===== config.mk =====
export PLATFORM = sky130hd
export DESIGN_NAME = crtcv_regs
export DESIGN_NICKNAME = d
export VERILOG_FILES = /design/src/design/crtcv_line_ctr.v /design/src/design/crtcv_vsync_gen.v /design/src/design/crtcv_regs.v
export VERILOG_INCLUDE_DIRS = /design/src /design/src/design
export SDC_FILE = /design/constraint.sdc
export NUM_CORES = 1
export LEC_CHECK = 0
export BUFFER_PORTS_ARGS = -buffer_cell sky130_fd_sc_hd__buf_2
export CAP_MARGIN = 20
export CORE_ASPECT_RATIO = 0.8
export CORE_MARGIN = 1.5
export CORE_UTILIZATION = 49
export DETAILED_ROUTE_END_ITERATION = 8
export PLACE_DENSITY = 0.73
export SETUP_SLACK_MARGIN = 0.5
export SYNTH_ARGS = -nofsm -noshare
export SYNTH_HDL_FRONTEND = slang
export SYNTH_SLANG_ARGS = --single-unit

===== constraint.sdc =====
create_clock -name clk_sys -period 1.5 [get_ports clk_sys]
set_input_delay 0.225 -clock clk_sys [delete_from_list [all_inputs] [get_ports clk_sys]]
set_output_delay 0.225 -clock clk_sys [all_outputs]
set_load 0.01 [all_outputs]

===== src/design/crtcv_defs.vh =====
// register indices, field positions and reset values of the crtc slice
`ifndef CRTCV_DEFS_VH
`define CRTCV_DEFS_VH

`define CRTCV_IDX_START_HI 8'h0c
`define CRTCV_IDX_START_LO 8'h0d
`define CRTCV_IDX_CUR_HI 8'h0e
`define CRTCV_IDX_CUR_LO 8'h0f
`define CRTCV_IDX_VSS_LO 8'h10
`define CRTCV_IDX_VSE_CTL 8'h11
`define CRTCV_IDX_LAST_LO 8'h12
`define CRTCV_IDX_OVERFLOW 8'h07

`define CRTCV_REG_RESET 8'h00
`define CRTCV_VSE_RESET 8'h00
`define CRTCV_VSE_RMASK 8'hbf

`define CRTCV_VSE_PROT_BIT 7
`define CRTCV_VSE_IEN_N_BIT 5
`define CRTCV_VSE_ICLR_BIT 4
`define CRTCV_VSE_END_MSB 3

`define CRTCV_OVF_FREE_MASK 8'h10
`define CRTCV_OVF_ALL_MASK 8'hff
`define CRTCV_OVF_VSS8_BIT 2
`define CRTCV_OVF_VSS9_BIT 7
`define CRTCV_OVF_LAST8_BIT 1
`define CRTCV_OVF_LAST9_BIT 6

`define CRTCV_LINE_W 12
`define CRTCV_ADDR_W 32

`endif


===== src/design/crtcv_line_ctr.v =====
// scan line counter, zero on the first active line
`timescale 1ns/1ps
module crtcv_line_ctr #(
    parameter W = 12
) (
    clk_sys,
    nrst,
    frame_start,
    line_tick,
    line
);
    input wire clk_sys;
    input wire nrst;
    input wire frame_start;
    input wire line_tick;
    output reg [W-1:0] line;

    // frame_start wins so a frame always begins on line zero
    always @(posedge clk_sys or negedge nrst) begin
        if (!nrst) begin
            line <= {W{1'b0}};
        end else if (frame_start) begin
            line <= {W{1'b0}};
        end else if (line_tick) begin
            line <= line + {{(W-1){1'b0}}, 1'b1};
        end
    end
endmodule


===== src/design/crtcv_vsync_gen.v =====
// vertical sync pulse from start line and 4-bit end field
`timescale 1ns/1ps
module crtcv_vsync_gen #(
    parameter W = 12
) (
    clk_sys,
    nrst,
    line,
    sync_start,
    sync_end,
    vsync,
    vsync_rise
);
    input wire clk_sys;
    input wire nrst;
    input wire [W-1:0] line;
    input wire [W-1:0] sync_start;
    input wire [3:0] sync_end;
    output reg vsync;
    output reg vsync_rise;

    always @(posedge clk_sys or negedge nrst) begin
        if (!nrst) begin
            vsync <= 1'b0;
            vsync_rise <= 1'b0;
        end else begin
            vsync_rise <= 1'b0;
            if (!vsync && line == sync_start) begin
                vsync <= 1'b1;
                vsync_rise <= 1'b1;
            end else if (vsync && line != sync_start
                         && line[3:0] == sync_end) begin
                // end equal to start low bits gives a 16-line pulse
                vsync <= 1'b0;
            end
        end
    end
endmodule


===== src/design/crtcv_regs.v =====
// crtc slice: start address, cursor, vertical sync, last line, retrace flag
// Contract
// - standard mode start offset is high byte over low byte, 16 bits.
// - extended start: top, mid 5-0, high, low, two zero bits.
// - extended start loads at next vsync after request, then request clears.
// - cursor offset is cursor high byte over cursor low byte.
// - cursor location is used in text modes only, ignored in graphics.
// - standard sync start: overflow bits 7 and 2 over sync start byte.
// - extended sync start: extended upper nibble over sync start byte.
// - vsync begins on the line equal to sync start, line 0 first.
// - vsync ends when line low nibble equals the sync end field.
// - protect bit blocks writes to 00h-07h except overflow bit 4.
// - retrace interrupt raised at vsync start only while enable bit is 0.
// - no interrupt line; pending state shown as input status bit 7.
// - clear bit 0 clears pending; must return to 1 before next one.
// - standard last line: overflow bits 6 and 1 over end byte.
// - extended last line: extended upper nibble over end byte.
// - active area spans last line value plus one lines.
`timescale 1ns/1ps
`include "crtcv_defs.vh"
module crtcv_regs #(
    parameter LINE_W = `CRTCV_LINE_W
) (
    clk_sys,
    nrst,
    io_index,
    io_wr,
    io_rd,
    io_wdata,
    io_rdata,
    mode_ext,
    text_mode,
    overflow_bits,
    ext_start_mid,
    ext_start_top,
    ext_sync_upper,
    ext_active_upper,
    start_update_req,
    frame_start,
    line_tick,
    start_update_clear,
    low_wr,
    low_wr_mask,
    start_addr,
    cursor_addr,
    cursor_valid,
    vsync,
    disp_active,
    last_line,
    retrace_pending
);
    input wire clk_sys;
    input wire nrst;
    input wire [7:0] io_index;
    input wire io_wr;
    input wire io_rd;
    input wire [7:0] io_wdata;
    output reg [7:0] io_rdata;
    input wire mode_ext;
    input wire text_mode;
    input wire [7:0] overflow_bits;
    input wire [5:0] ext_start_mid;
    input wire [7:0] ext_start_top;
    input wire [3:0] ext_sync_upper;
    input wire [3:0] ext_active_upper;
    input wire start_update_req;
    input wire frame_start;
    input wire line_tick;
    output reg start_update_clear;
    output reg low_wr;
    output reg [7:0] low_wr_mask;
    output reg [`CRTCV_ADDR_W-1:0] start_addr;
    output reg [15:0] cursor_addr;
    output reg cursor_valid;
    output reg vsync;
    output reg disp_active;
    output reg [LINE_W-1:0] last_line;
    output reg retrace_pending;

    reg [7:0] start_address_high_byte;
    reg [7:0] start_address_low_byte;
    reg [7:0] cursor_location_high_byte;
    reg [7:0] cursor_location_low_byte;
    reg [7:0] vertical_sync_start_low;
    reg [7:0] vertical_sync_end_and_control;
    reg [7:0] last_active_line_low;

    reg [`CRTCV_ADDR_W-1:0] next_start;
    reg [LINE_W-1:0] next_sync_start;
    reg [LINE_W-1:0] next_last;
    reg [7:0] next_rdata;
    reg update_armed;

    wire [LINE_W-1:0] line;
    wire sync_level;
    wire sync_rise;
    wire wr_hit;
    wire protect;
    wire irq_gen_off;
    wire irq_clear_n;

    assign wr_hit = io_wr;
    assign protect =
        vertical_sync_end_and_control[`CRTCV_VSE_PROT_BIT];
    assign irq_gen_off =
        vertical_sync_end_and_control[`CRTCV_VSE_IEN_N_BIT];
    assign irq_clear_n =
        vertical_sync_end_and_control[`CRTCV_VSE_ICLR_BIT];

    // start address assembly for both modes
    always @* begin
        next_start = {`CRTCV_ADDR_W{1'b0}};
        if (mode_ext) begin
            next_start[31:24] = ext_start_top;
            next_start[23:18] = ext_start_mid;
            next_start[17:10] = start_address_high_byte;
            next_start[9:2] = start_address_low_byte;
            next_start[1:0] = 2'h0;
        end else begin
            next_start[15:8] = start_address_high_byte;
            next_start[7:0] = start_address_low_byte;
        end
    end

    // vertical sync start, 10 or 12 bits
    always @* begin
        next_sync_start = {LINE_W{1'b0}};
        next_sync_start[7:0] = vertical_sync_start_low;
        if (mode_ext) begin
            next_sync_start[11:8] = ext_sync_upper;
        end else begin
            next_sync_start[8] =
                overflow_bits[`CRTCV_OVF_VSS8_BIT];
            next_sync_start[9] =
                overflow_bits[`CRTCV_OVF_VSS9_BIT];
        end
    end

    // last active line, 10 or 12 bits
    always @* begin
        next_last = {LINE_W{1'b0}};
        next_last[7:0] = last_active_line_low;
        if (mode_ext) begin
            next_last[11:8] = ext_active_upper;
        end else begin
            next_last[8] =
                overflow_bits[`CRTCV_OVF_LAST8_BIT];
            next_last[9] =
                overflow_bits[`CRTCV_OVF_LAST9_BIT];
        end
    end

    // read mux; reserved bit 6 of the control register reads 0
    always @* begin
        case (io_index)
            `CRTCV_IDX_START_HI: begin
                next_rdata = start_address_high_byte;
            end
            `CRTCV_IDX_START_LO: begin
                next_rdata = start_address_low_byte;
            end
            `CRTCV_IDX_CUR_HI: begin
                next_rdata = cursor_location_high_byte;
            end
            `CRTCV_IDX_CUR_LO: begin
                next_rdata = cursor_location_low_byte;
            end
            `CRTCV_IDX_VSS_LO: begin
                next_rdata = vertical_sync_start_low;
            end
            `CRTCV_IDX_VSE_CTL: begin
                next_rdata = vertical_sync_end_and_control
                    & `CRTCV_VSE_RMASK;
            end
            `CRTCV_IDX_LAST_LO: begin
                next_rdata = last_active_line_low;
            end
            default: begin
                next_rdata = 8'h00;
            end
        endcase
    end

    crtcv_line_ctr #(
        .W(LINE_W)
    ) u_line (
        .clk_sys(clk_sys),
        .nrst(nrst),
        .frame_start(frame_start),
        .line_tick(line_tick),
        .line(line)
    );

    crtcv_vsync_gen #(
        .W(LINE_W)
    ) u_vsync (
        .clk_sys(clk_sys),
        .nrst(nrst),
        .line(line),
        .sync_start(next_sync_start),
        .sync_end(vertical_sync_end_and_control[3:0]),
        .vsync(sync_level),
        .vsync_rise(sync_rise)
    );

    // register writes
    always @(posedge clk_sys or negedge nrst) begin
        if (!nrst) begin
            start_address_high_byte <= `CRTCV_REG_RESET;
            start_address_low_byte <= `CRTCV_REG_RESET;
            cursor_location_high_byte <= `CRTCV_REG_RESET;
            cursor_location_low_byte <= `CRTCV_REG_RESET;
            vertical_sync_start_low <= `CRTCV_REG_RESET;
            vertical_sync_end_and_control <= `CRTCV_VSE_RESET;
            last_active_line_low <= `CRTCV_REG_RESET;
        end else if (wr_hit) begin
            case (io_index)
                `CRTCV_IDX_START_HI: begin
                    start_address_high_byte <= io_wdata;
                end
                `CRTCV_IDX_START_LO: begin
                    start_address_low_byte <= io_wdata;
                end
                `CRTCV_IDX_CUR_HI: begin
                    cursor_location_high_byte <= io_wdata;
                end
                `CRTCV_IDX_CUR_LO: begin
                    cursor_location_low_byte <= io_wdata;
                end
                `CRTCV_IDX_VSS_LO: begin
                    vertical_sync_start_low <= io_wdata;
                end
                `CRTCV_IDX_VSE_CTL: begin
                    vertical_sync_end_and_control <= io_wdata;
                end
                `CRTCV_IDX_LAST_LO: begin
                    last_active_line_low <= io_wdata;
                end
                default: begin
                end
            endcase
        end
    end

    // write protection for the low register group 00h-07h
    always @(posedge clk_sys or negedge nrst) begin
        if (!nrst) begin
            low_wr <= 1'b0;
            low_wr_mask <= 8'h00;
        end else begin
            low_wr <= 1'b0;
            low_wr_mask <= 8'h00;
            if (wr_hit && io_index <= `CRTCV_IDX_OVERFLOW) begin
                if (!protect) begin
                    low_wr <= 1'b1;
                    low_wr_mask <= `CRTCV_OVF_ALL_MASK;
                end else if (io_index == `CRTCV_IDX_OVERFLOW) begin
                    // bit 4 stays writable under protection
                    low_wr <= 1'b1;
                    low_wr_mask <= `CRTCV_OVF_FREE_MASK;
                end
            end
        end
    end

    // start address: direct in standard mode, vsync loaded in extended
    always @(posedge clk_sys or negedge nrst) begin
        if (!nrst) begin
            start_addr <= {`CRTCV_ADDR_W{1'b0}};
            start_update_clear <= 1'b0;
            update_armed <= 1'b0;
        end else begin
            start_update_clear <= 1'b0;
            if (!mode_ext) begin
                start_addr <= next_start;
                update_armed <= 1'b0;
            end else if (start_update_clear) begin
                // disarm for the clear cycle only, then re-sample the request
                update_armed <= 1'b0;
            end else if (sync_rise && update_armed) begin
                // bytes were complete when the request was set
                start_addr <= next_start;
                start_update_clear <= 1'b1;
                update_armed <= 1'b0;
            end else begin
                update_armed <= start_update_req;
            end
        end
    end

    // text cursor only meaningful in text modes
    always @(posedge clk_sys or negedge nrst) begin
        if (!nrst) begin
            cursor_addr <= 16'h0000;
            cursor_valid <= 1'b0;
        end else if (text_mode) begin
            cursor_addr <= {cursor_location_high_byte,
                            cursor_location_low_byte};
            cursor_valid <= 1'b1;
        end else begin
            cursor_addr <= 16'h0000;
            cursor_valid <= 1'b0;
        end
    end

    // timing outputs
    always @(posedge clk_sys or negedge nrst) begin
        if (!nrst) begin
            vsync <= 1'b0;
            disp_active <= 1'b0;
            last_line <= {LINE_W{1'b0}};
        end else begin
            vsync <= sync_level;
            last_line <= next_last;
            disp_active <= (line <= next_last);
        end
    end

    // polled retrace flag, no interrupt pin
    always @(posedge clk_sys or negedge nrst) begin
        if (!nrst) begin
            retrace_pending <= 1'b0;
        end else if (!irq_clear_n) begin
            retrace_pending <= 1'b0;
        end else if (sync_rise && !irq_gen_off) begin
            retrace_pending <= 1'b1;
        end
    end

    // read port
    always @(posedge clk_sys or negedge nrst) begin
        if (!nrst) begin
            io_rdata <= 8'h00;
        end else if (io_rd) begin
            io_rdata <= next_rdata;
        end
    end
endmodule


### Word level (Yosys, flattened, before mapping)

Index checks and enable logic that the tools add are counted.

| storage, ports and cells | value |
|---|---|
| flip-flop bits (word level) | 153 |
| input bits | 55 |
| logic and storage cells | 88 |

| cells by class | value |
|---|---|
| $add $sub $neg | 1 |
| $lt $le $gt $ge | 2 |
| equal/unequal tests | 14 |
| muxes and demuxes | 31 |
| reduce and logical (&&, ||, !) cells | 18 |

Operator list:

| cell | count |
|---|---|
| $mux W32 | 3 |
| $pmux W8 S7 | 1 |
| $mux W16 | 3 |
| $eq A8 B4 Y1 const B | 4 |
| $eq A8 B5 Y1 const B | 3 |
| $mux W12 | 2 |
| $mux W8 | 2 |
| $reduce_and A2 Y1 | 8 |
| $mux W1 | 15 |
| $add A12 B1 Y12 const B | 1 |
| $eq A12 B12 Y1 | 1 |
| $le A12 B12 Y1 | 1 |
| $ne A12 B12 Y1 | 1 |
| $eq A8 B3 Y1 const B | 1 |
| $le A8 B3 Y1 const B | 1 |
| $mux W2 | 4 |
| $logic_and A1 B1 Y1 | 6 |
| $mux W5 | 1 |
| $eq A4 B4 Y1 | 1 |
| $ne A2 B1 Y1 const B | 2 |
| $reduce_bool A2 Y1 | 2 |
| $logic_not A1 Y1 | 2 |
| $ne A2 B2 Y1 const B | 1 |

### Depth between registers and ports, before layout

Gate-level depths: netlist of run 1.

| logic depth | value |
|---|---|
| depth after elaboration | 6 |
| gate-level depth with buffers | 9 |

### Modules after synthesis

Synthesis of run 1 repeated with hierarchy kept, for this count alone.

| second synthesis, totals | value |
|---|---|
| cells, all modules | 529 |
| area, all modules | 6,558.8 µm² |

Modules (own cells, without submodules):

| module | times used | cells each | area an instance (µm²) | sequential area each (µm²) |
|---|---|---|---|---|
| crtcv_regs | 1 | 448 | 5,731.7 | 3,278.1 |
| crtcv_line_ctr | 1 | 57 | 588.1 | 300.3 |
| crtcv_vsync_gen | 1 | 24 | 239.0 | 50.0 |

### Worst setup path after synthesis of run 1

No wires, ideal clock.

| timing path | value |
|---|---|
| path kind | input-to-reg |
| start point | in mode_ext |
| end point | reg disp_active |
| setup time | 0.065 ns |
| arrival time | 1.954 ns |
| path slack | -0.518 ns |
| stages | 9 |
| cell sequence | buf_2 buf_1 mux2i_1 ha_1 a21oi_1 nor2_1 a211oi_1 nor4bb_1 a211o_1 |

| between the ends | value |
|---|---|
| cells in the longest elaborated chain, start to end | 2 |
| elaborated cells between the ends (all ways) | 3 |
| classes of those cells | order compare: 1; mux: 2 |

RTL lines:

| element | RTL line | RTL |
|---|---|---|
| start, declared | crtcv_regs.v:59 | `input wire mode_ext;` |
| $mux W2 | crtcv_regs.v:143 | `if (mode_ext) begin` |
| $le A12 B12 Y1 (*) | crtcv_regs.v:315 | `disp_active <= (line <= next_last);` |
| end signal, assigned | crtcv_regs.v:315 |  |
| end, declared | crtcv_regs.v:76 | `output reg disp_active;` |

Every way passes the cells marked *; elsewhere a longest branch is shown, timed or not.
A chain may end at the register's enable or synchronous reset.

### Final worst setup path of run 1

| timing path | value |
|---|---|
| start point | reg u_line.line[1] |
| end point | reg disp_active |

| between the ends | value |
|---|---|
| cells in the longest elaborated chain, start to end | 1 |

RTL lines:

| element | RTL line | RTL |
|---|---|---|
| start, declared | crtcv_line_ctr.v:16 | `output reg [W-1:0] line;` |
| start signal, assigned | crtcv_line_ctr.v:21 | `line <= {W{1'b0}};` |
| start signal, assigned | crtcv_line_ctr.v:23 | `line <= {W{1'b0}};` |
| start signal, assigned | crtcv_line_ctr.v:25 | `line <= line + {{(W-1){1'b0}}, 1'b1};` |
| $le A12 B12 Y1 | crtcv_regs.v:315 |  |

Every way passes these cells.

==> results.txt, run 1 <==
----------------------------------------------------
[Detailed routing]
  Number of DRC violations after detailed-routing iteration 0 ... around 430
  Post-detailed-route DRC marker count ... 0
  Final routed wirelength across all metal layers ... 19.4 mm
  Routed wire length per instance ... 20.1 um
  1st-pass router iterations ... 4
  Vias after detailed routing ... 5368
  Detail Route Antenna Nets ... 0
  Via/cell ratio ... ~5.6

[STA]
  Largest clock skew in the final design ... about 0.009 ns
  Fmax ... ~0.60 GHz
  Final critical-path share of the clock period ... 111%
  RSZ-0062 raised after global routing ... yes
  Hold Fails Final Rpt ... 0
  Worst max-slew margin expressed relative to the limit ... between 70% and 80%
  Post-route setup slack ... -0.167 ns
  Worst-margin pin slew ... around 0.41 ns
  Max-slew violation count ... 0
  Final setup vio count ... 1
  Worst hold-check slack ... about 0.033 ns
  Min cycle time layout ... between 1.5 and 2 ns

[Global routing]
  GRT Total Usage ... 28.3%
  Pin count of the biggest net entering global routing ... 42
  GR Overflow Total ... 0
  Number of antenna violations at the first check in global routing ... 0
  Global-route wire length before repair ... 29.9 mm
  Via count of the first global-routing pass ... 5471

[Synthesis]
  Yosys Warn Count ... 0
  Synth async-reset ratio ... 100%
  Sequential share of the synthesized area ... a little under three fifths
  Area of the mapped netlist ... 6460 um2
  Net Count, Synth ... roughly 600
  Distinct cell type count of the synthesized netlist ... 54
  Leading register cell type out of synthesis ... sky130_fd_sc_hd__dfrtp_1
  Number of enable flip-flop cells after synthesis ... 0
  Synthesis-stage register bit count ... about 150
  Number of standard cells after synthesis ... 528
  Average cell area after synthesis ... around 12 um2

[Floorplan]
  Initial core utilization ... approximately half
  Die outline height ... about 110 um
  Floorplan Core Area ... about 13000 um2
  Horizontal die dimension ... roughly 130 um
  Overall die area ... ~14000 um2
  Site Rows ... 37
  Boundary Pins ... approximately 140

[Critical path]
  Critical path data arrival time ... roughly 2.0 ns
  Critical Path Fanout Max ... 2
  Worst Path Required ... about 1.9 ns
  Type of the worst setup path ... reg -> reg
  Reg-to-reg critical path startpoint ... u_line.line[1]
  Worst R2R Setup Slack ... -0.17 ns
  Start point of the critical path ... u_line.line[1]
  CP startpoint kind ... register
  Type of destination of the critical path ... register

[Run]
  MaxCap Viol Count ... 0

[Clocking]
  Cell chosen for the clock root ... sky130_fd_sc_hd__clkbuf_16
  CTS tree ... yes
  Maximum level of the CTS H-tree ... 4
  CTS Buf Count ... 17
  Clock slew at the register clock pins of the worst setup and hold paths ... roughly 0.060 ns
  Clk Latency, worst-skew pair ... 0.42 ns
  CTS sink count ... about 150
  Buffers from clock root to sink, at most ... 2

[Placement]
  Worst setup slack after placement ... -0.363 ns
  Routability-driven placement congestion ratio ... around 0.9
  HPWL after detailed placement ... between 10 and 15 mm
  Quantity of I/O buffers inserted on ports ... between 100 and 150

[Layout]
  Most frequent cells in the layout ... sky130_fd_sc_hd__dfrtp_1 (141), sky130_fd_sc_hd__buf_2 (119), sky130_fd_sc_hd__buf_4 (91)
  Finished Core Util ... 74.4%
  NumNets Final ... approximately 850
  Fillcell total ... about 790
  Most common library cell in the layout ignoring fill and taps ... sky130_fd_sc_hd__dfrtp_1
  Fraction of final layout cells sized beyond drive strength 1 ... about 51%
  Synth-to-Final Area Change ... 48.2%
  Number of inserted diodes ... 0

[Power and ir drop]
  Leakage power ... between 4 and 5 nW
  Worst IR Drop VDD ... 841 uV
  Areal power density over the cells ... 967 nW/um2

[Hold path]
  Hold path start ... ext_start_mid[5]
  Tightest Hold Check Type ... in -> reg

[Run status]
  Outcome ... complete, but fails checks
  Failing checks ... negative setup slack

----------------------------------------------------
==> metal layers <==
metal | vias to the layer above | wire [um] | GRT usage, % | share of wire (%)
met5 | - | 0 | 0 | 0
met1 | 2722 | 8490 | 38.6 | 44
met4 | 0 | 481 | 10.1 | 2.5
met3 | 46 | 1090 | 6.78 | 5.6
met2 | 191 | 9310 | 44.5 | 48
li1 | 2409 | - | - | -
==> power by group <==
group | total, mW | switching, mW | internal (mW)
combinational | 1.09 | 0.542 | 0.551
sequential | 4.20 | 0.128 | 4.07
clock | 3.96 | 1.54 | 2.42
==> layout make-up <==
type / count / area [um2] / share of cell area (%)
inverters: 20 / 75.1 / 0.784
well taps: 175 / 219 / 2.29
multi-input cells: 330 / 3050 / 31.9
repair buffers: 265 / 2040 / 21.4
flip-flops and latches: 145 / 3630 / 38.0
clock inverters: 5 / 55.1 / 0.575
clock buffers: 24 / 492 / 5.14
==> stage by stage <==
stage | instance area [um2] | setup TNS, ns | std cells | total power [mW]
after detailed placement | 7710 | -3.96 | 852 | 5.06
after global placement | 7710 | -2.00 | 852 | 5.03
after floorplan | 6670 | -0.193 | 528 | 4.62
after CTS | 9210 | -0.118 | 940 | 9.21
after global routing | 9570 | -0.324 | 964 | 9.59
final | 9570 | -0.167 | 964 | 9.26
==> critical path, cell delays in order, from the launching register on <==
cell and delay (ns):
sky130_fd_sc_hd__dfrtp_1 0.42, sky130_fd_sc_hd__ha_4 0.26, sky130_fd_sc_hd__nor2b_4 0.12, sky130_fd_sc_hd__o211ai_1 0.24, sky130_fd_sc_hd__a21oi_2 0.12, sky130_fd_sc_hd__nor4bb_4 0.31
sky130_fd_sc_hd__a211o_1 0.14
==> kinds of logic after synthesis <==
logic type / synth area share [%]
flops: 56.2
buf+inv: 4.16
fa+ha+maj: 2.52
mux: 9.30
xor+xnor: 3.39
simple gates: 11.6
compound gates: 12.8
==> sequential cells by signal, indices dropped and copies added, names as in the netlist, 8 cells and up <==
name / count
cursor_location_high_byte: 8
vertical_sync_start_low: 8
cursor_location_low_byte: 8
start_address_low_byte: 8
last_active_line_low: 8
u_line.line: 12
cursor_addr: 16
io_rdata: 8
last_line: 12
start_addr: 32
start_address_high_byte: 8
==> what timing repair did <==
item                       4_1_cts  5_1_grt
buffers inserted                51       23
setup endpoints to repair      185      193
hold buffers                     1        0
pin swaps                       55       40
cloned                           7        1
resized for setup              112       39
hold endpoints to repair        38        0
==> synth_stat cells, types with 11 or more instances <==
| master | number | area (um2) |
|---|---|---|
| sky130_fd_sc_hd__nor2b_1 | 20 | 125 |
| sky130_fd_sc_hd__nand2_1 | 27 | 101 |
| sky130_fd_sc_hd__a221o_1 | 14 | 140 |
| sky130_fd_sc_hd__dfrtp_1 | 145 | 3630 |
| sky130_fd_sc_hd__inv_1 | 20 | 75.1 |
| sky130_fd_sc_hd__a22oi_1 | 11 | 82.6 |
| sky130_fd_sc_hd__o21ai_0 | 14 | 70.1 |
| sky130_fd_sc_hd__xor2_1 | 17 | 149 |
| sky130_fd_sc_hd__ha_1 | 13 | 163 |
| sky130_fd_sc_hd__a22o_1 | 26 | 228 |
| sky130_fd_sc_hd__nor2_1 | 22 | 82.6 |
| sky130_fd_sc_hd__mux2_2 | 48 | 541 |
| sky130_fd_sc_hd__and2_1 | 18 | 113 |
| sky130_fd_sc_hd__clkbuf_1 | 14 | 52.6 |
==> final timing paths <==
path	to	cells after the start
hold / removal	start_addr[23]	2
setup reg to reg	disp_active	6
hold reg to reg	vsync	0
min in group asynchronous	cursor_addr[7]	2
setup / recovery	disp_active	6
max in group asynchronous	cursor_location_high_byte[4]	3
No activity file was read; power rests on OpenSTA's default activity.
==> run 2: changes to the inputs <==
==> constraint.sdc (replaced) <==
create_clock -name clk_sys -period 1.5 [get_ports clk_sys]
set_input_delay 0.15 -clock clk_sys [delete_from_list [all_inputs] [get_ports clk_sys]]
set_output_delay 0.15 -clock clk_sys [all_outputs]
set_load 0.01 [all_outputs]
==> run 2 against run 1 <==
Against the previous run: the flow still finishes with violations (negative setup slack); first-iteration DRC count rose by 10%; register-to-register slack about the same; clock power grew 12%; clock-buffer cell count shrank 4; wire length increased by 3.1%; utilization rose by 0.84 points; critical path type unchanged; largest cell class unchanged.
==> results.txt, run 2 (synthesized netlist as in run 1, its figures left out) <==
----------------------------------------------------
[Run status]
  Outcome ... complete, but fails checks (unchanged)
  Failing checks ... negative setup slack (unchanged)

[Layout]
  Top reg by flops ... start_addr (unchanged)
  NumNets Final ... 873 (was 847)
  Synth-to-Final Area Change ... 49.9% (was 48.2%)
  Fraction of final layout cells sized beyond drive strength 1 ... 49.3% (was 51.2%)
  Register cell area after layout ... 3630 um2 (about the same)
  Number of non-filler instances in the completed layout ... 993 (was 964)
  Fillcell total ... 813 (was 792)
  Most common library cell in the layout ignoring fill and taps ... sky130_fd_sc_hd__dfrtp_1 (unchanged)
  Number of flip-flops under the largest register name ... 32 (unchanged)
  Finished Core Util ... 75.2% (was 74.4%)
  Largest registers ... start_addr x32, cursor_addr x16 (unchanged)
  Most frequent cells in the layout ... sky130_fd_sc_hd__dfrtp_1 (142), sky130_fd_sc_hd__buf_2 (124), sky130_fd_sc_hd__buf_4 (97) (was sky130_fd_sc_hd__dfrtp_1 (141), sky130_fd_sc_hd__buf_2 (119), sky130_fd_sc_hd__buf_4 (91))
  Area used by multi-input combinational logic ... 2870 um2 (was 3050 um2)
  Number of inserted diodes ... 0 (unchanged)
  Post-route cell area ... 9680 um2 (was 9570 um2)

[STA]
  Max-slew violation count ... 0 (unchanged)
  Post-route setup slack ... -0.162 ns (was -0.167 ns)
  Hold Fails Final Rpt ... 0 (unchanged)
  Worst max-slew margin expressed relative to the limit ... 60.8% (was 72.7%)
  Accumulated negative setup slack ... -0.211 ns (was -0.167 ns)
  Worst-margin pin slew ... 0.584 ns (was 0.409 ns)
  Final critical-path share of the clock period ... 111% (about the same)
  Fmax ... 0.602 GHz (was 0.600 GHz)
  Final setup vio count ... 2 (was 1)
  RSZ-0062 raised after global routing ... yes (unchanged)
  Largest clock skew in the final design ... 0.0109 ns (was 0.00888 ns)
  Min cycle time layout ... 1.66 ns (was 1.67 ns)

[Power and ir drop]
  Areal power density over the cells ... 1010 nW/um2 (was 967 nW/um2)
  Leakage power ... 4.92 nW (was 4.95 nW)
  Worst IR Drop VDD ... 870 uV (was 841 uV)

[Placement]
  Cell count after placement ... 850 (was 852)
  HPWL after detailed placement ... 12.2 mm (was 11.7 mm)
  Quantity of I/O buffers inserted on ports ... 132 (unchanged)
  Routability-driven placement congestion ratio ... 0.909 (was 0.901)
  Total placed instance area ... 7700 um2 (was 7710 um2)

[Critical path]
  Critical path data arrival time ... 1.95 ns (was 2.03 ns)
  Type of the worst setup path ... reg -> reg (unchanged)
  Critical Path Fanout Max ... 2 (unchanged)
  Worst R2R Setup Slack ... -0.16 ns (was -0.17 ns)
  Type of destination of the critical path ... register (unchanged)
  CP startpoint kind ... register (unchanged)
  Worst Path Required ... 1.79 ns (was 1.86 ns)

[Floorplan]
  Die outline height ... 106 um (unchanged)
  Floorplan Core Area ... 12900 um2 (unchanged)
  Horizontal die dimension ... 131 um (unchanged)
  Initial core utilization ... 50.2% (unchanged)
  Boundary Pins ... 137 (unchanged)
  Site Rows ... 37 (unchanged)
  Overall die area ... 13900 um2 (unchanged)

[Clocking]
  CTS tree ... yes (unchanged)
  CTS sink count ... 145 (unchanged)
  Maximum level of the CTS H-tree ... 4 (unchanged)
  Cell chosen for the clock root ... sky130_fd_sc_hd__clkbuf_16 (unchanged)
  Clk Latency, worst-skew pair ... 0.43 ns (was 0.42 ns)
  CTS Buf Count ... 17 (unchanged)
  Buffers from clock root to sink, at most ... 2 (unchanged)
  Clock slew at the register clock pins of the worst setup and hold paths ... 0.06 ns (about the same)

[Global routing]
  Number of antenna violations at the first check in global routing ... 1 (was 0)
  M1 GR Usage ... 38.9% (was 38.6%)
  Pin count of the biggest net entering global routing ... 41 (was 42)
  GR Overflow Total ... 0 (unchanged)
  GRT Total Usage ... 28.8% (was 28.3%)
  Fraction of met3 tracks used by global routing ... 6.59% (was 6.78%)
  Most congested layer reported by global routing ... met2 (unchanged)
  Via count of the first global-routing pass ... 5454 (was 5471)
  Global-route wire length before repair ... 30.0 mm (was 29.9 mm)
  Global Route met2 Usage ... 45.4% (was 44.5%)

[Detailed routing]
  Number of DRC violations after detailed-routing iteration 0 ... 476 (was 431)
  Routed wire length per instance ... 20.1 um (about the same)
  Via/cell ratio ... 5.59 (was 5.57)
  Final routed wirelength across all metal layers ... 20.0 mm (was 19.4 mm)
  Post-detailed-route DRC marker count ... 0 (unchanged)
  1st-pass router iterations ... 5 (was 4)
  Detail Route Antenna Nets ... 0 (unchanged)
  Vias after detailed routing ... 5553 (was 5368)

[Hold path]
  Tightest Hold Check Type ... in -> reg (unchanged)

[Run]
  MaxCap Viol Count ... 0 (unchanged)

----------------------------------------------------
[run 2: changes by cell type in the layout (fill, tap and decap cells not counted), moves of 4 or more]
| cell | change |
|---|---|
| sky130_fd_sc_hd__dlygate4sd3_1 | +22 |
| sky130_fd_sc_hd__mux2_4 | -32 |
| sky130_fd_sc_hd__buf_2 | +5 |
| sky130_fd_sc_hd__buf_4 | +6 |
| sky130_fd_sc_hd__mux2_2 | +32 |
| sky130_fd_sc_hd__nand2_1 | +4 |
| sky130_fd_sc_hd__buf_6 | -10 |
[run 2: path summary, 6_finish.rpt]
path	cells after the start	startpoint	endpoint
min in group asynchronous	2	nrst	cursor_location_low_byte[0]
max in group asynchronous	3	nrst	last_line[5]
max	8	last_active_line_low[1]	io_rdata[1]
min reg2reg	0	u_vsync.vsync	vsync
max reg2reg	8	last_active_line_low[1]	io_rdata[1]
min	2	start_update_req	update_armed
[run 2: per-layer routing]
metal / up-vias / wire, um
met5: - / 0
met4: 0 / 395
met3: 36 / 1290
met2: 231 / 9700
met1: 2812 / 8580
li1: 2474 / -
[run 2: area by class of cell]
class | count | area share, %
multi-input combinational | 330 | 29.6
sequential | 145 | 37.5
timing repair buffer | 291 | 23.4
clock inverter | 12 | 1.62
clock buffer | 20 | 4.82
tap | 175 | 2.26
inverter | 20 | 0.776
[run 2: power breakdown]
group | total (mW) | switching [mW] | internal [mW]
registers | 4.19 | 0.123 | 4.07
clock network | 4.44 | 1.69 | 2.75
logic | 1.11 | 0.550 | 0.556
[run 2: worst max-delay path, stage by stage (launching register included)]
cell and delay, ns:
sky130_fd_sc_hd__dfrtp_1 0.39, sky130_fd_sc_hd__buf_4 0.14, sky130_fd_sc_hd__buf_4 0.12, sky130_fd_sc_hd__buf_6 0.10, sky130_fd_sc_hd__buf_6 0.10, sky130_fd_sc_hd__buf_6 0.11, sky130_fd_sc_hd__a22o_1 0.20, sky130_fd_sc_hd__a221oi_2 0.22
sky130_fd_sc_hd__o221ai_1 0.13
[run 2: timing repair]
item                       in CTS  in global routing
cloned                          7                  1
gates resized for setup        73                 20
pin swaps                      48                 39
buffers inserted               52                 28
hold endpoints to repair      118                  0
hold buffers                   23                  0
setup endpoints to repair     183                162
[run 2: per-stage QoR]
step / power (mW) / hold slack (ns) / worst slack [ns]
6_report: 9.74 / 0.0259 / -0.162
5_1_grt: 10.1 / 0.0193 / -0.186
4_1_cts: 9.68 / 0.00467 / -0.0719
3_5_place_dp: 5.06 / 0.0839 / -0.292
3_3_place_gp: 5.03 / 0.0818 / -0.181
2_1_floorplan: 4.62 / -0.146 / -0.101
==> run 3: changes to the inputs <==
--- a/config.mk
+++ b/config.mk
@@ -10,9 +10,9 @@
 export CAP_MARGIN = 20
 export CORE_ASPECT_RATIO = 0.8
 export CORE_MARGIN = 1.5
-export CORE_UTILIZATION = 49
+export CORE_UTILIZATION = 35
 export DETAILED_ROUTE_END_ITERATION = 8
-export PLACE_DENSITY = 0.73
+export PLACE_DENSITY = 0.54
 export SETUP_SLACK_MARGIN = 0.5
 export SYNTH_ARGS = -nofsm -noshare
 export SYNTH_HDL_FRONTEND = slang
==> run 3 against run 2 <==
Against the previous run: the flow still finishes with violations (negative setup slack); maximum frequency grew 6.3%; sequential cell count unchanged; final area fell by 1.7%; register-to-register slack better by 0.098 ns; sequential power about the same; final cell count up 3.1%; hold slack better by 0.0054 ns.
==> results.txt, run 3 (synthesized netlist as in run 1, its figures left out) <==
----------------------------------------------------
[Run status]
  Outcome ... complete, but fails checks (unchanged)
  Failing checks ... negative setup slack (unchanged)

[Power and ir drop]
  Design Power ... 9.38 mW (was 9.74 mW)
  Worst IR Drop VDD ... 750 uV (was 870 uV)
  Leakage power ... 4.78 nW (was 4.92 nW)
  Areal power density over the cells ... 986 nW/um2 (was 1010 nW/um2)

[Clocking]
  Clk Latency, worst-skew pair ... 0.42 ns (was 0.43 ns)
  CTS Buf Count ... 17 (unchanged)
  Clock slew at the register clock pins of the worst setup and hold paths ... 0.06 ns (about the same)
  CTS tree ... yes (unchanged)
  Cell chosen for the clock root ... sky130_fd_sc_hd__clkbuf_16 (unchanged)
  Maximum level of the CTS H-tree ... 4 (unchanged)
  CTS sink count ... 145 (unchanged)
  Buffers from clock root to sink, at most ... 2 (unchanged)

[STA]
  Worst max-slew margin expressed relative to the limit ... 75.4% (was 60.8%)
  Fmax ... 0.639 GHz (was 0.602 GHz)
  Min cycle time layout ... 1.56 ns (was 1.66 ns)
  RSZ-0062 raised after global routing ... yes (unchanged)
  Max-slew violation count ... 0 (unchanged)
  Worst-margin pin slew ... 0.367 ns (was 0.584 ns)
  Worst hold-check slack ... 0.0313 ns (was 0.0259 ns)
  Final setup vio count ... 1 (was 2)
  Post-route setup slack ... -0.0640 ns (was -0.162 ns)
  Largest clock skew in the final design ... 0.0106 ns (was 0.0109 ns)
  Final critical-path share of the clock period ... 104% (was 111%)
  Hold Fails Final Rpt ... 0 (unchanged)

[Layout]
  Number of flip-flops under the largest register name ... 32 (unchanged)
  Top reg by flops ... start_addr (unchanged)
  Most frequent cells in the layout ... sky130_fd_sc_hd__dfrtp_1 (142), sky130_fd_sc_hd__buf_2 (122), sky130_fd_sc_hd__buf_4 (73) (was sky130_fd_sc_hd__dfrtp_1 (142), sky130_fd_sc_hd__buf_2 (124), sky130_fd_sc_hd__buf_4 (97))
  Fillcell total ... 1543 (was 813)
  Most common library cell in the layout ignoring fill and taps ... sky130_fd_sc_hd__dfrtp_1 (unchanged)
  Post-route cell area ... 9520 um2 (was 9680 um2)
  NumNets Final ... 851 (was 873)
  Fraction of final layout cells sized beyond drive strength 1 ... 48.0% (was 49.3%)
  Number of inserted diodes ... 0 (unchanged)
  Largest registers ... start_addr x32, cursor_addr x16 (unchanged)
  Synth-to-Final Area Change ... 47.4% (was 49.9%)

[Critical path]
  Critical Path Fanout Max ... 2 (unchanged)
  Standard cell with the maximum stage delay on the critical path ... sky130_fd_sc_hd__dfrtp_1 (unchanged)
  Type of the worst setup path ... reg -> reg (unchanged)
  Cells along the critical path ... inv_1 -> ha_1 -> a21oi_1 -> nor2b_1 -> o21ai_0 -> nor4bb_1 -> a211o_1 (was buf_4 -> buf_4 -> buf_6 -> buf_6 -> buf_6 -> a22o_1 -> a221oi_2 -> o221ai_1)
  Largest stage delay on the critical path ... 0.37 ns (was 0.39 ns)
  Type of destination of the critical path ... register (unchanged)
  Critical path data arrival time ... 1.93 ns (was 1.95 ns)
  CP startpoint kind ... register (unchanged)
  Worst Path Required ... 1.86 ns (was 1.79 ns)

[Placement]
  Quantity of I/O buffers inserted on ports ... 132 (unchanged)
  HPWL after detailed placement ... 12.9 mm (was 12.2 mm)
  Total placed instance area ... 7760 um2 (was 7700 um2)
  Routability-driven placement congestion ratio ... 0.867 (was 0.909)
  Worst setup slack after placement ... -0.217 ns (was -0.292 ns)

[Detailed routing]
  Post-detailed-route DRC marker count ... 0 (unchanged)
  1st-pass router iterations ... 5 (unchanged)
  Final routed wirelength across all metal layers ... 18.8 mm (was 20.0 mm)
  Detail Route Antenna Nets ... 0 (unchanged)
  Via/cell ratio ... 5.08 (was 5.59)
  Number of DRC violations after detailed-routing iteration 0 ... 214 (was 476)
  Vias after detailed routing ... 5206 (was 5553)
  Routed wire length per instance ... 18.4 um (was 20.1 um)

[Global routing]
  Global-route wire length before repair ... 29.4 mm (was 30.0 mm)
  GR Overflow Total ... 0 (unchanged)
  Via count of the first global-routing pass ... 5263 (was 5454)
  Number of antenna violations at the first check in global routing ... 0 (was 1)
  GRT Total Usage ... 20.0% (was 28.8%)
  Pin count of the biggest net entering global routing ... 37 (was 41)

[Run]
  MaxCap Viol Count ... 0 (unchanged)

[Floorplan]
  Initial core utilization ... 35.7% (was 50.2%)
  Horizontal die dimension ... 155 um (was 131 um)
  Floorplan Core Area ... 18100 um2 (was 12900 um2)
  Boundary Pins ... 137 (unchanged)
  Site Rows ... 44 (was 37)
  Overall die area ... 19300 um2 (was 13900 um2)
  Die outline height ... 125 um (was 106 um)

[Hold path]
  Tightest Hold Check Type ... in -> reg (unchanged)

----------------------------------------------------
-- run 3: cell count changes in the layout (fill, tap and decap cells not counted), sizes merged --
cell / change
clkinv: -1
clkinvlp: +1
dlymetal6s4s: +1
bufinv: -1
buf: -21
clkbuf: -2
inv: -1
-- run 3: power breakdown --
part / switching, mW / internal [mW]
clock network: 1.62 / 2.50
logic: 0.523 / 0.541
registers: 0.123 / 4.07
total: 2.26 / 7.12
-- run 3: final timing paths --
kind | startpoint | cells after the start | slack (ns) | to
worst max-delay path | last_active_line_low[5] | 7 | -0.06 | disp_active
worst min-delay path | io_index[4] | 4 | 0.03 | low_wr_mask[4]
worst max register to register | last_active_line_low[5] | 7 | -0.06 | disp_active
worst min register to register | u_vsync.vsync | 0 | 0.41 | vsync
max in group asynchronous | nrst | 3 | 0.70 | u_line.line[0]
min in group asynchronous | nrst | 2 | 0.20 | cursor_addr[0]
-- run 3: worst max-delay path: cells and delay by family (launching register included) --
family | cells | cell delay [ns]
flip-flops | 1 | 0.37
AO/OA/AOI/OAI | 3 | 0.41
adder cells (fa/ha/maj) | 1 | 0.31
buffers and inverters | 1 | 0.07
AND/OR/NAND/NOR | 2 | 0.35
-- run 3: cell type report --
class | count | area, um2 | area share [%]
clock buffers | 20 | 457 | 4.80
clock inverters | 10 | 113 | 1.18
inverters | 20 | 75.1 | 0.789
multi-input cells | 330 | 2890 | 30.4
flip-flops and latches | 145 | 3630 | 38.2
well taps | 230 | 288 | 3.02
repair buffers | 269 | 2060 | 21.7
-- run 3: timing repair --
action | in CTS | in global routing
gates cloned | 5 | 0
setup endpoints to repair | 184 | 158
hold buffers | 24 | 0
buffers inserted | 39 | 22
gates resized for setup | 53 | 50
pin swaps | 43 | 46
hold endpoints to repair | 153 | 0
-- run 3: routing by layer --
layer	vias to the layer above	global-route usage [%]	share of wire (%)
met5	-	0	0
met4	0	5.77	1.4
met3	22	4.35	4.1
met2	127	31.0	47
met1	2648	28.2	47
li1	2409	-	-
-- run 3: stage by stage --
step                utilization, %  std cells  TNS, ns
finish                        52.6       1024  -0.0640
global route                  52.6       1024   -0.162
CTS                           50.6       1002  -0.0832
detailed placement            42.9        904   -0.593
global placement              42.9        904   -0.175
floorplan                        -        528   -0.101
